[src/rtl/fps_pkg.sv]
// Notes on behaviour
// - user base bits 19 to 11 are writable and set where user program space starts.
// - user base bits 10 to 0 read as zero and ignore writes, giving 2 KB steps.
// - user base bits 31 to 20 are unimplemented and read as zero.
// - any device reset clears the whole user program base register to zero.
// - program flash size is a read-only byte count of 16 KB to 256 KB in powers of two.
// - boot flash size is read-only and reads 0x00000C00, that is 3 KB.
// - erase pages are 1 KB (256 words) and program rows are 128 bytes (32 words).
`default_nettype none
package fps_pkg;
   localparam logic [3:0]  ADDR_USER_BASE  = 4'h0;
   localparam logic [3:0]  ADDR_PFM_SIZE   = 4'h4;
   localparam logic [3:0]  ADDR_BOOT_SIZE  = 4'h8;
   localparam logic [3:0]  ADDR_GEOMETRY   = 4'hC;
   localparam int          BASE_LSB        = 11;
   localparam int          BASE_MSB        = 19;
   localparam int          BASE_W          = BASE_MSB - BASE_LSB + 1;
   localparam logic [BASE_W-1:0] BASE_RESET = 9'h000;
   localparam logic [31:0] PFM_SIZE_DEF    = 32'h0004_0000;
   localparam logic [31:0] BOOT_SIZE       = 32'h0000_0C00;
   localparam logic [15:0] PAGE_BYTES      = 16'h0400;
   localparam logic [15:0] ROW_BYTES       = 16'h0080;
   localparam logic [31:0] UNMAPPED_DATA   = 32'h0000_0000;

   typedef struct packed {
      logic [BASE_W-1:0] base;
      logic              ack;
      logic [31:0]       dat;
      logic              err;
   } fps_state_s;
endpackage
`default_nettype wire

[src/rtl/fps_bus_if.sv]
`timescale 1ns/1ns
`default_nettype none
interface fps_bus_if;
   logic        req;
   logic        we;
   logic [3:0]  adr;
   logic [31:0] wdat;
   logic [3:0]  sel;
   modport ctl (output req, output we, output adr, output wdat, output sel);
   modport regs (input req, input we, input adr, input wdat, input sel);
endinterface
`default_nettype wire

[src/rtl/fps_size_const.sv]
`timescale 1ns/1ns
`default_nettype none
// constant size words; bus writes never reach them
module fps_size_const #(
   parameter logic [31:0] PFM_SIZE = fps_pkg::PFM_SIZE_DEF
) (
   output logic [31:0] pfm_size_o,
   output logic [31:0] boot_size_o,
   output logic [31:0] geometry_o
);
   assign pfm_size_o  = PFM_SIZE;
   assign boot_size_o = fps_pkg::BOOT_SIZE;
   assign geometry_o  = {fps_pkg::PAGE_BYTES, fps_pkg::ROW_BYTES};
endmodule
`default_nettype wire

[src/rtl/fps_regs.sv]
`timescale 1ns/1ns
`default_nettype none
module fps_regs #(
   parameter logic [31:0] PFM_SIZE = fps_pkg::PFM_SIZE_DEF
) (
   input  wire logic        clk_i,
   input  wire logic        rst_i,
   input  wire logic        cyc_i,
   input  wire logic        stb_i,
   input  wire logic        we_i,
   input  wire logic [31:0] adr_i,
   input  wire logic [31:0] dat_i,
   input  wire logic [3:0]  sel_i,
   output logic [31:0]      dat_o,
   output logic             ack_o,
   output logic             err_o,
   output logic [31:0]      user_base_o
);
   fps_bus_if bus ();
   fps_pkg::fps_state_s st;
   fps_pkg::fps_state_s next_st;
   logic [31:0] pfm_size;
   logic [31:0] boot_size;
   logic [31:0] geometry;

   fps_size_const #(.PFM_SIZE(PFM_SIZE)) u_const (
      .pfm_size_o  (pfm_size),
      .boot_size_o (boot_size),
      .geometry_o  (geometry)
   );

   function automatic logic mapped(input logic [31:0] a);
      mapped = (a[31:4] == 28'h0000000) && (a[1:0] == 2'h0);
   endfunction

   function automatic logic [31:0] base_word(input logic [fps_pkg::BASE_W-1:0] b);
      base_word = '0;
      base_word[fps_pkg::BASE_MSB:fps_pkg::BASE_LSB] = b;
   endfunction

   assign bus.req  = cyc_i && stb_i && !st.ack && !st.err;
   assign bus.we   = we_i;
   assign bus.adr  = adr_i[3:0];
   assign bus.wdat = dat_i;
   assign bus.sel  = sel_i;

   always_comb begin
      next_st     = st;
      next_st.ack = 1'b0;
      next_st.err = 1'b0;
      if (bus.req) begin
         if (mapped(adr_i)) begin
            next_st.ack = 1'b1;
            if (bus.we) begin
               // only user base is writable; size words ignore writes
               if (bus.adr == fps_pkg::ADDR_USER_BASE) begin
                  // field spans byte lanes 1 and 2
                  if (bus.sel[1]) begin
                     next_st.base[4:0] = bus.wdat[15:11];
                  end
                  if (bus.sel[2]) begin
                     next_st.base[8:5] = bus.wdat[19:16];
                  end
               end
            end else begin
               case (bus.adr)
                  fps_pkg::ADDR_USER_BASE: next_st.dat = base_word(st.base);
                  fps_pkg::ADDR_PFM_SIZE:  next_st.dat = pfm_size;
                  fps_pkg::ADDR_BOOT_SIZE: next_st.dat = boot_size;
                  fps_pkg::ADDR_GEOMETRY:  next_st.dat = geometry;
                  default:                 next_st.dat = fps_pkg::UNMAPPED_DATA;
               endcase
            end
         end else begin
            next_st.err = 1'b1;
            next_st.dat = fps_pkg::UNMAPPED_DATA;
         end
      end
   end

   always_ff @(posedge clk_i) begin
      if (rst_i) begin
         st.base <= fps_pkg::BASE_RESET;
         st.ack  <= 1'b0;
         st.err  <= 1'b0;
         st.dat  <= fps_pkg::UNMAPPED_DATA;
      end else begin
         st <= next_st;
      end
   end

   // bound against flash size is software's job; hardware stores any value
   assign dat_o       = st.dat;
   assign ack_o       = st.ack && cyc_i && stb_i;
   assign err_o       = st.err && cyc_i && stb_i;
   assign user_base_o = base_word(st.base);
endmodule
`default_nettype wire

[config.mk]
export PLATFORM = sky130hd
export DESIGN_NAME = fps_regs
export DESIGN_NICKNAME = d
export VERILOG_FILES = /design/src/rtl/fps_pkg.sv /design/src/rtl/fps_bus_if.sv /design/src/rtl/fps_size_const.sv /design/src/rtl/fps_regs.sv
export SDC_FILE = /design/constraint.sdc
export NUM_CORES = 1
export LEC_CHECK = 0
export ABC_AREA = 1
export BUFFER_PORTS_ARGS = -buffer_cell sky130_fd_sc_hd__buf_2
export CAP_MARGIN = 20
export CORE_MARGIN = 2
export CORE_UTILIZATION = 37
export CTS_CLUSTER_DIAMETER = 200
export CTS_CLUSTER_SIZE = 40
export DETAILED_ROUTE_END_ITERATION = 10
export PLACE_DENSITY_LB_ADDON = 0.15
export SLEW_MARGIN = 10
export SYNTH_ARGS = -nofsm -noshare
export SYNTH_HDL_FRONTEND = slang
export SYNTH_SLANG_ARGS = --single-unit
[constraint.sdc]
create_clock -name clk_i -period 1.4 [get_ports clk_i]
set_clock_uncertainty 0.15 [all_clocks]
set_input_delay 0.21 -clock clk_i [delete_from_list [all_inputs] [get_ports clk_i]]
set_output_delay 0.21 -clock clk_i [all_outputs]
set_load 0.02 [all_outputs]
**After elaboration in Yosys (flattened, before gate mapping)**

Index checks and enable logic that the tools add are counted.

- Flip-flop bits (word level): 43
- Latch bits: 0
- RAM bits: 0
- Memory bits (read-only): 0
- Input port bits: 73
- Output and inout bits: 66
- Logic and storage cells: 32
- Memories: 0

- Add/sub/neg operators: 0
- Multipliers: 0
- Divide/modulo/power cells: 0
- Magnitude comparators: 0
- Eq/ne operators: 4
- Shifts and indexed selects: 0
- Muxes and demuxes: 5
- Bitwise operators: 1
- Reductions and logical operators: 17

Operator list:

| operator | number |
|---|---|
| $pmux 27 s4 | 1 |
| $mux 32 | 2 |
| $logic_not 28->1 | 1 |
| $reduce_and 5->1 | 2 |
| $eq 4x4->1 const B | 2 |
| $logic_and 1x1->1 | 8 |
| $eq 4x3->1 const B | 1 |
| $logic_not 4->1 | 1 |
| $logic_not 1->1 | 2 |
| $logic_not 2->1 | 1 |
| $mux 1 | 2 |
| $ne 2x2->1 const B | 1 |
| $reduce_and 2->1 | 1 |
| $reduce_or 2->1 | 1 |
| $not 1->1 | 1 |

**Depth between registers and ports, before layout**

Gate-level depths: netlist (run 1).

- Depth in word-level cells: 5
- Mapped depth: 10
- Mapped depth without buffers: 10

**By module**

A second synthesis (run 1) with hierarchy kept.

- Cell total of the unflattened synthesis: 631
- Area total of the unflattened synthesis: 4071.4 sq um

Modules (own cells, without submodules):

| module | instances | cells an instance | area an instance (sq um) |
|---|---|---|---|
| fps_regs | 1 | 533 | 3343.2 |
| fps_size_const | 1 | 98 | 728.2 |

**Least setup slack after synthesis (run 1)**

OpenSTA, ideal clock, no wires.

- Path kind: register to register
- Start: register st[33] (netlist name)
- End: register st (netlist bit dat_o[11])
- Library setup time: 0.115 ns
- Arrival: 1.047 ns
- Data required time: 1.135 ns
- Path slack: 0.088 ns
- Cell stages (with the launch flop): 6
- Clock period less this slack: 1.312 ns
- Cells stage by stage: dfxtp_1 > nor3_4 > buf_2 > nand3_2 > nand2_1 > nor2_1

- Cells in the longest elaborated chain, start to end: 4

RTL lines:

| item | line | source |
|---|---|---|
| start, declared | fps_regs.sv:20 | `fps_pkg::fps_state_s st;` |
| start signal, assigned | fps_regs.sv:88 | `st <= next_st;` |
| $logic_not 1->1 | fps_regs.sv:41 | `assign bus.req = cyc_i && stb_i && !st.ack && !st.err;` |
| $logic_and 1x1->1 (2 in series) | fps_regs.sv:41 |  |
| $reduce_and 2->1 (no line) | -- |  |

Every way passes these cells.
A chain may end at the register's enable or synchronous reset.

**Worst setup path after layout (run 1)**

- Start: register st[0] (netlist name)
- End: register st (netlist bit user_base_o[18])

- Cells in the longest elaborated chain, start to end: 3

RTL lines:

| item | line |
|---|---|
| $logic_not 1->1 | fps_regs.sv:41 |
| $logic_and 1x1->1 | fps_regs.sv:41 |
| $reduce_and 5->1 (no line) | -- |

Every way passes these cells.

==> summary.txt, run 1 <==
Timing
  • Fin. Hold Viols: 0
  • Hold WS: 0.120 ns
  • RSZ-0062 raised after global routing: yes
  • Pins Over Slew Limit: 0
  • Fmax: 0.767 GHz
  • Setup violations, final: 0
  • Crit share post-route: 93.2%
  • Final min period: 1.30 ns

Detailed routing
  • Via count: 1640
  • Routed WL: 3.68 mm
  • Initial DRC Count: 82
  • Pre-antenna DRT Iters: 4
  • DRC errors left: 0
  • Drt wl/cell: 8.55 um
  • Vias per cell: 3.81
  • Detail Route Antenna Nets: 0

GRT
  • First-pass GRT wire length: 5.95 mm
  • Largest net degree at the start of global routing: 35
  • Initial antenna violation count: 0
  • Vias in the first global route: 1451
  • GRT Total Usage: 12.1%
  • Grt ovf: 0

Critical path
  • CP peak stage delay: 0.34 ns
  • Critical R2R Launch: st[0]
  • CP top delay family: simple AND/OR/NAND/NOR gates
  • Startpoint types: register
  • R2R depth: 6
  • CP Max Fanout: 17
  • Worst Setup End Kind: register
  • Reg2reg end: user_base_o[18]
  • Critical path, cell by cell: nor3_4, buf_12, nand3_2, nand2_1, inv_1, nor2_1
  • Slowest cell on crit path: dfxtp_2
  • Critical path type: reg -> reg
  • Arrival time worst endpoint: 1.35 ns
  • Critical path origin: st[0]
  • R2R setup slack: 0.1 ns
  • CP required: 1.44 ns
  • Bufs and invs on worst path: 2

Pwr
  • Psw: 444 uW
  • Final Power: 1420 uW
  • Reg power frac: 46.3%
  • Pwr per Cell Area: 634 nW/um2
  • Leak: 0.00124 uW
  • Pint: 973 uW
  • Clk pwr share: 26.7%
  • Worst IR Drop VDD: 300 uV
  • Net Sw Frac: 31.3%
  • Gate power share: 27.0%

CTS
  • CTS sink count: 22
  • CTS tree: built
  • Reg clk slew, reported paths: 0.08 ns
  • Clock Path Buffers: 2
  • H-tree Lvls: 1
  • Root Buffer: clkbuf_8
  • Worst skew pair latency: 0.26 ns
  • Total CTS buffers: 3

Synth
  • Area leader, netlist: buf_4
  • Ys flop type: dfxtp_1
  • Most frequent cell after synthesis: buf_4
  • Synth warn: 0
  • Post-synth top area share: 25.2%
  • #FFs+latches synth: 22
  • Post-synthesis sequential area ratio: 22.8%
  • Commonest cells in the netlist: buf_4, inv_1, nand2_1
  • Post-synth EDFFs: 0
  • Synth Instances: 303
  • Post-Syn Area per Cell: 6.39 um2
  • Fraction of registers with async set/reset: 0%
  • Synth cell types: 18
  • Synth Cell Area: 1940 um2
  • Synth area leaders: buf_4, dfxtp_1, inv_1, nand2_1, nor2_1

Floorplan
  • Die ar.: 5830 um2
  • # rows: 26
  • Die Wd: 76.3 um
  • Die Span Y: 76.3 um
  • Initial Utilization: 38.1%
  • Core area: 5070 um2
  • # IOs: 139

Layout
  • Ant. Diodes: 0
  • Final Non-Filler Cells: 430
  • Area growth from synthesis to layout: 15.3%
  • # nets final: 435
  • Layout cells sized above 1: 32.8%

Run
  • Max-cap violations: 0

Placed design
  • Post-DP HPWL: 2.91 mm
  • Final GP Congestion: 0.704
  • Placed insts: 421
  • Port bufs: 70

Outcome
  • Run status: complete, no violations

Hold path
  • WHS Path Cells: 5
  • Hold crit path type: in -> reg
  • Hold Crit Endpoint: user_base_o[16]
  • Min-delay src: dat_i[16]
layer usage:
metal	global-route usage [%]	vias to the layer above	wire length [um]
met5	0	-	0
met4	3.27	0	24
met3	2.37	2	289
met2	22.4	63	1750
met1	14.0	661	1620
li1	-	914	-
worst max-delay path by stage:
stage	endpoint	slack [ns]	depth (start not counted)
floorplan	dat_o[11]	0.09	5
global placement	user_base_o[12]	-0.23	10
detailed placement	user_base_o[18]	-0.25	10
CTS	user_base_o[18]	0.01	10
global route	user_base_o[13]	-0.04	10
finish	user_base_o[18]	0.1	6
flip-flops by register name, indices dropped and copies added (netlist names):
register,cells
dat_o,11
st,2
user_base_o,9
worst min-delay path: stages:
cell and delay, ns:
buf_2 0.07, inv_1 0.03, nand4_1 0.07, nand2_1 0.05, nor2_1 0.07
per-stage QoR:
stage               setup WS, ns  instance area (um2)  utilization [%]  TNS [ns]
floorplan                 0.0879                 2090                -         0
global placement          -0.233                 2090             41.2     -4.02
detailed placement        -0.251                 2090             41.2     -4.22
CTS                       0.0112                 2140             42.3         0
global route             -0.0419                 2230             44.0    -0.160
finish                    0.0954                 2230             44.0         0
layout by cell type, fill, tap and decap left out, drive strengths merged, types with 2 or more instances in the layout:
cell	netlist	layout
nand4	10	10
nand3	27	27
nand2	50	50
buf	74	84
nor3	2	2
conb	1	43
clkbuf	0	4
inv	54	54
nor2	51	51
dfxtp	22	22
a21oi	12	12
final cells by class:
type	instances	area (um2)
Clock buffer	3	41.3
Sequential cell	22	443
Tap cell	70	87.6
Multi-Input combinational cell	195	940
Fill cell	558	2840
Inverter	54	203
Timing Repair Buffer	86	518
power groups by stage:
stage	Sequential, uW	Clock, uW	Combinational [uW]
floorplan	669	0	370
global placement	671	0	365
detailed placement	671	0	366
CTS	656	398	369
global route	660	413	422
finish	656	378	383
kinds of logic (layout without fill, tap and decap cells):
kind of cell,after synthesis,in the layout,synth area share [%]
compound gates,12,12,3.10
buf+inv,128,143,38.3
flops,22,22,22.8
other cells,1,43,0.194
simple gates,140,140,35.7
what timing repair did:
action	in CTS	in global routing
resized for setup	0	10
endpoints found under the hold margin	1	0
hold buffers	1	0
setup buffers	0	4
endpoints found under the setup margin	0	23
Note: power is estimated with default switching activity, not from simulation.
==> run 2, diff against run 1 <==
--- a/config.mk
+++ b/config.mk
@@ -13,7 +13,9 @@
 export CTS_CLUSTER_DIAMETER = 200
 export CTS_CLUSTER_SIZE = 40
 export DETAILED_ROUTE_END_ITERATION = 10
+export MAX_ROUTING_LAYER = met4
 export PLACE_DENSITY_LB_ADDON = 0.15
+export SKIP_LAST_GASP = 1
 export SLEW_MARGIN = 10
 export SYNTH_ARGS = -nofsm -noshare
 export SYNTH_HDL_FRONTEND = slang
==> run 2 against run 1 <==
Against the previous run:
- largest cell class unchanged
- sequential cell count stayed put
- via count hardly changed
- combinational power hardly changed
- die area stayed put
- clock power hardly changed
- hold slack hardly changed
- sequential power hardly changed
- register-to-register slack hardly changed
==> summary.txt, run 2 (synthesis results as in run 1) <==
Detailed routing
  • Detailed-routed wire length on met2: 1.75 mm
  • Drt wl/cell: 8.54 um
  • DRC errors left: 0
  • Via count: 1641
  • Detail Route Antenna Nets: 0
  • Routed WL: 3.67 mm
  • Pre-antenna DRT Iters: 4
  • Highest metal used: met4
  • Vias per cell: 3.82
  • Met1 WL: 1.61 mm
  • Met3 routed wirelength: 283 um
  • Initial DRC Count: 82

CTS
  • Worst skew pair latency: 0.26 ns
  • Clock Path Buffers: 2
  • H-tree Lvls: 1
  • Total CTS buffers: 3
  • CTS tree: built
  • Root Buffer: clkbuf_8
  • CTS sink count: 22
  • Reg clk slew, reported paths: 0.08 ns

GRT
  • Initial antenna violation count: 0
  • Vias in the first global route: 1450
  • GRT Total Usage: 12.4%
  • Largest net degree at the start of global routing: 35
  • First-pass GRT wire length: 5.96 mm
  • Grt ovf: 0

Pwr
  • Pwr per Cell Area: 634 nW/um2
  • Worst IR Drop VDD: 300 uV
  • Leak: 0.00124 uW

Placed design
  • Final GP Congestion: 0.712
  • Port bufs: 70
  • Placed insts: 421
  • Post-DP HPWL: 2.91 mm

Timing
  • Pins Over Slew Limit: 0
  • Final min period: 1.30 ns
  • Setup violations, final: 0
  • Fmax: 0.767 GHz
  • Crit share post-route: 93.2%
  • Hold WS: 0.120 ns
  • RSZ-0062 raised after global routing: yes
  • Fin. Hold Viols: 0

Layout
  • Commonest cells after routing, fill and taps aside: buf_2, inv_1, nand2_1, conb_1, nor2_1
  • Layout cells sized above 1: 32.8%
  • Util after Layout: 44.0%
  • Area of the multi-input gates: 940 um2
  • Leading cell type in the layout, fill and taps excluded: buf_2
  • # nets final: 435
  • Fillcell total: 558
  • Final Non-Filler Cells: 430
  • Max reg flops: 11
  • FF/Latch Area: 443 um2
  • Ant. Diodes: 0
  • Area growth from synthesis to layout: 15.3%

Floorplan
  • Core area: 5070 um2
  • # IOs: 139
  • Initial Utilization: 38.1%
  • # rows: 26
  • Die ar.: 5830 um2
  • Die Span Y: 76.3 um
  • Die Wd: 76.3 um

Critical path
  • Critical path, cell by cell: nor3_4, buf_12, nand3_2, nand2_1, inv_1, nor2_1
  • Arrival time worst endpoint: 1.35 ns
  • CP required: 1.44 ns
  • Critical path type: reg -> reg
  • CP Max Fanout: 17
  • Worst Setup End Kind: register
  • Slowest cell on crit path: dfxtp_2
  • Bufs and invs on worst path: 2
  • Startpoint types: register
  • CP top delay family: simple AND/OR/NAND/NOR gates
  • CP peak stage delay: 0.34 ns

Run
  • Max-cap violations: 0

Outcome
  • Run status: complete, no violations

Hold path
  • Hold crit path type: in -> reg
[run 2: timing repair]
item	CTS	global route
gates resized for setup	0	10
hold endpoints to repair	1	0
hold buffers	1	0
endpoints found under the setup margin	0	23
setup buffers	0	4
[run 2: final timing paths]
check / from / end / slack (ns) / depth (start not counted)
max: st[0] / user_base_o[18] / 0.1 / 6
min: dat_i[16] / user_base_o[16] / 0.12 / 5
max reg2reg: st[0] / user_base_o[18] / 0.1 / 6
min reg2reg: dat_o[15] / dat_o[15] / 0.33 / 2
[run 2: final cells by class]
class / instances / area share [%]
flip-flops and latches: 22 / 19.8
clock buffers: 3 / 1.85
multi-input cells: 195 / 42.1
well taps: 70 / 3.92
inverters: 54 / 9.08
repair buffers: 86 / 23.2
[run 2: worst register-to-register path, stage by stage (launching register included)]
cell     delay [ns]
dfxtp_2        0.34
nor3_4         0.21
buf_12         0.19
nand3_2        0.13
nand2_1        0.09
inv_1          0.04
nor2_1         0.10
[run 2: stage by stage]
step	power (uW)	worst slack (ns)	setup TNS [ns]	area, um2
after floorplan	1040	0.0879	0	2090
after global placement	1040	-0.233	-4.02	2090
after detailed placement	1040	-0.251	-4.22	2090
after CTS	1420	0.0112	0	2140
after global routing	1490	-0.0419	-0.160	2230
final	1420	0.0955	0	2230
[run 2: report_power, final]
part	internal, uW	leakage, uW	total, uW	switching [uW]
registers	646	0.000180	656	9.97
logic	135	0.00104	383	247
clock network	191	0.0000216	378	186
total	973	0.00124	1420	444
[run 2: per-layer routing]
layer / up-vias / global-route usage [%]
li1: 914 / -
met1: 662 / 14.0
met2: 63 / 22.4
met3: 2 / 2.37
met4: 0 / 3.27
met5: - / -
==> run 3, diff against run 2 <==
--- a/config.mk
+++ b/config.mk
@@ -8,8 +8,11 @@
 export ABC_AREA = 1
 export BUFFER_PORTS_ARGS = -buffer_cell sky130_fd_sc_hd__buf_2
 export CAP_MARGIN = 20
+export CELL_PAD_IN_SITES_DETAIL_PLACEMENT = 0
+export CELL_PAD_IN_SITES_GLOBAL_PLACEMENT = 2
 export CORE_MARGIN = 2
-export CORE_UTILIZATION = 37
+export CORE_UTILIZATION = 18
+export CTS_BUF_LIST = sky130_fd_sc_hd__clkbuf_4
 export CTS_CLUSTER_DIAMETER = 200
 export CTS_CLUSTER_SIZE = 40
 export DETAILED_ROUTE_END_ITERATION = 10
==> run 3 against run 2 <==
Against the previous run:
- count of clock-buffer cells in the layout is the same
- cell area grew 7.4%
- sequential power is essentially flat
- first-iteration DRC count shrank 26%
- global-route usage shrank 3.8 points
- clock power grew 38%
- highest routed layer unchanged
==> summary.txt, run 3 (synthesis results as in run 1) <==
Critical path
  • Arrival time worst endpoint: 1.48 ns
  • CP peak stage delay: 0.38 ns
  • Bufs and invs on worst path: 2
  • Startpoint types: register
  • Critical path, cell by cell: nor3_4, buf_4, buf_16, nand3_2, nand2_1, nor2_1
  • Critical path type: reg -> reg
  • R2R depth: 6
  • CP Max Fanout: 17
  • CP required: 1.49 ns
  • CP top delay family: simple AND/OR/NAND/NOR gates
  • Slowest cell on crit path: dfxtp_4
  • Worst Setup End Kind: register
  • Levels on crit path: 6

Hold path
  • Hold crit path type: in -> reg
  • WHS Path Cells: 5

Layout
  • FF/Latch Area: 445 um2
  • Fillcell total: 1234
  • Layout cells sized above 1: 32.8%
  • Max reg flops: 11
  • Leading cell type in the layout, fill and taps excluded: buf_2
  • Util after Layout: 23.1%
  • Area of the multi-input gates: 922 um2
  • Commonest cells after routing, fill and taps aside: buf_2, inv_1, nand2_1, nor2_1, conb_1
  • Area growth from synthesis to layout: 23.9%
  • # nets final: 440

Detailed routing
  • Vias per cell: 3.43
  • Routed WL: 4.98 mm
  • Initial DRC Count: 61
  • Via count: 1724
  • DRC errors left: 0
  • Drt wl/cell: 9.90 um
  • Detail Route Antenna Nets: 0
  • Pre-antenna DRT Iters: 4

CTS
  • Root Buffer: clkbuf_4
  • H-tree Lvls: 1
  • Total CTS buffers: 3
  • Worst skew pair latency: 0.32 ns
  • Clock Path Buffers: 2
  • CTS sink count: 22
  • Reg clk slew, reported paths: 0.15 ns
  • CTS tree: built

Placed design
  • Post-DP HPWL: 3.84 mm
  • Port bufs: 70
  • Final GP Congestion: 0.659

Timing
  • Final min period: 1.39 ns
  • Pins Over Slew Limit: 0
  • Setup violations, final: 0
  • RSZ-0062 raised after global routing: yes
  • Fin. Hold Viols: 0
  • Crit share post-route: 99.4%
  • Hold WS: 0.0573 ns
  • Fmax: 0.719 GHz

Floorplan
  • Core area: 10400 um2
  • Die ar.: 11600 um2
  • Initial Utilization: 18.7%
  • # rows: 37
  • # IOs: 139
  • Die Span Y: 108 um
  • Die Wd: 108 um

GRT
  • Vias in the first global route: 1600
  • Initial antenna violation count: 1
  • Largest net degree at the start of global routing: 22
  • First-pass GRT wire length: 7.62 mm
  • GRT Total Usage: 8.60%
  • Grt ovf: 0

Pwr
  • Worst IR Drop VDD: 289 uV
  • Leak: 0.00129 uW
  • Pwr per Cell Area: 666 nW/um2
  • Final Power: 1600 uW

Run
  • Max-cap violations: 0

Outcome
  • Run status: complete, no violations
==> run 3: cell count changes in the layout (fill, tap and decap cells not counted), sizes merged <==
cell / delta
bufinv: +1
diode: +1
buf: +5
==> run 3: final timing paths <==
path	startpoint	endpoint	slack, ns
worst max-delay path	st[33]	dat_o[10]	0.009
worst min-delay path	dat_i[12]	user_base_o[12]	0.06
worst max register to register	st[33]	dat_o[10]	0.009
worst min register to register	dat_o[12]	dat_o[12]	0.34
==> run 3: metal layers <==
metal  track usage (%)  share of wire, %  vias up
li1                  -                 -      934
met1              10.4                43      719
met2              14.1                47       69
met4              2.47              0.74        0
met3              2.24               8.4        2
met5                 -                 0        -
==> run 3: cell type report <==
class / count / share of cell area [%]
Multi-Input combinational cell: 195 / 38.5
Timing Repair Buffer: 91 / 25.1
Sequential cell: 22 / 18.6
Inverter: 54 / 8.46
Tap cell: 136 / 7.10
Clock inverter: 1 / 1.25
Clock buffer: 3 / 0.939
Antenna cell: 1 / 0.104
==> run 3: per-stage QoR <==
| stage | area [um2] | instances | setup slack, ns | setup TNS [ns] |
|---|---|---|---|---|
| final | 2400 | 503 | 0.00864 | 0 |
| after detailed placement | 2200 | 488 | -0.261 | -4.23 |
| after global routing | 2400 | 503 | -0.0731 | -0.982 |
| after floorplan | 2090 | 345 | 0.0879 | 0 |
| after CTS | 2310 | 496 | 0.00943 | 0 |
| after global placement | 2200 | 488 | -0.244 | -3.94 |
==> run 3: tightest hold or removal path, stage by stage <==
cell	delay, ns
buf_2	0.07
inv_1	0.03
nand4_1	0.07
nand2_1	0.04
nor2_1	0.07
==> run 3: repair_timing <==
| item | CTS | global route |
|---|---|---|
| buffers inserted | 2 | 5 |
| endpoints found under the setup margin | 8 | 23 |
| hold buffers | 1 | 0 |
| pin swaps | 0 | 10 |
| endpoints found under the hold margin | 1 | 0 |
| resized for setup | 2 | 10 |
| cloned | 1 | 1 |
==> run 3: power breakdown <==
group / internal [uW] / switching [uW] / leakage [uW]
sequential: 645 / 11.6 / 0.000180
combinational: 157 / 259 / 0.00108
clock: 289 / 233 / 0.0000279
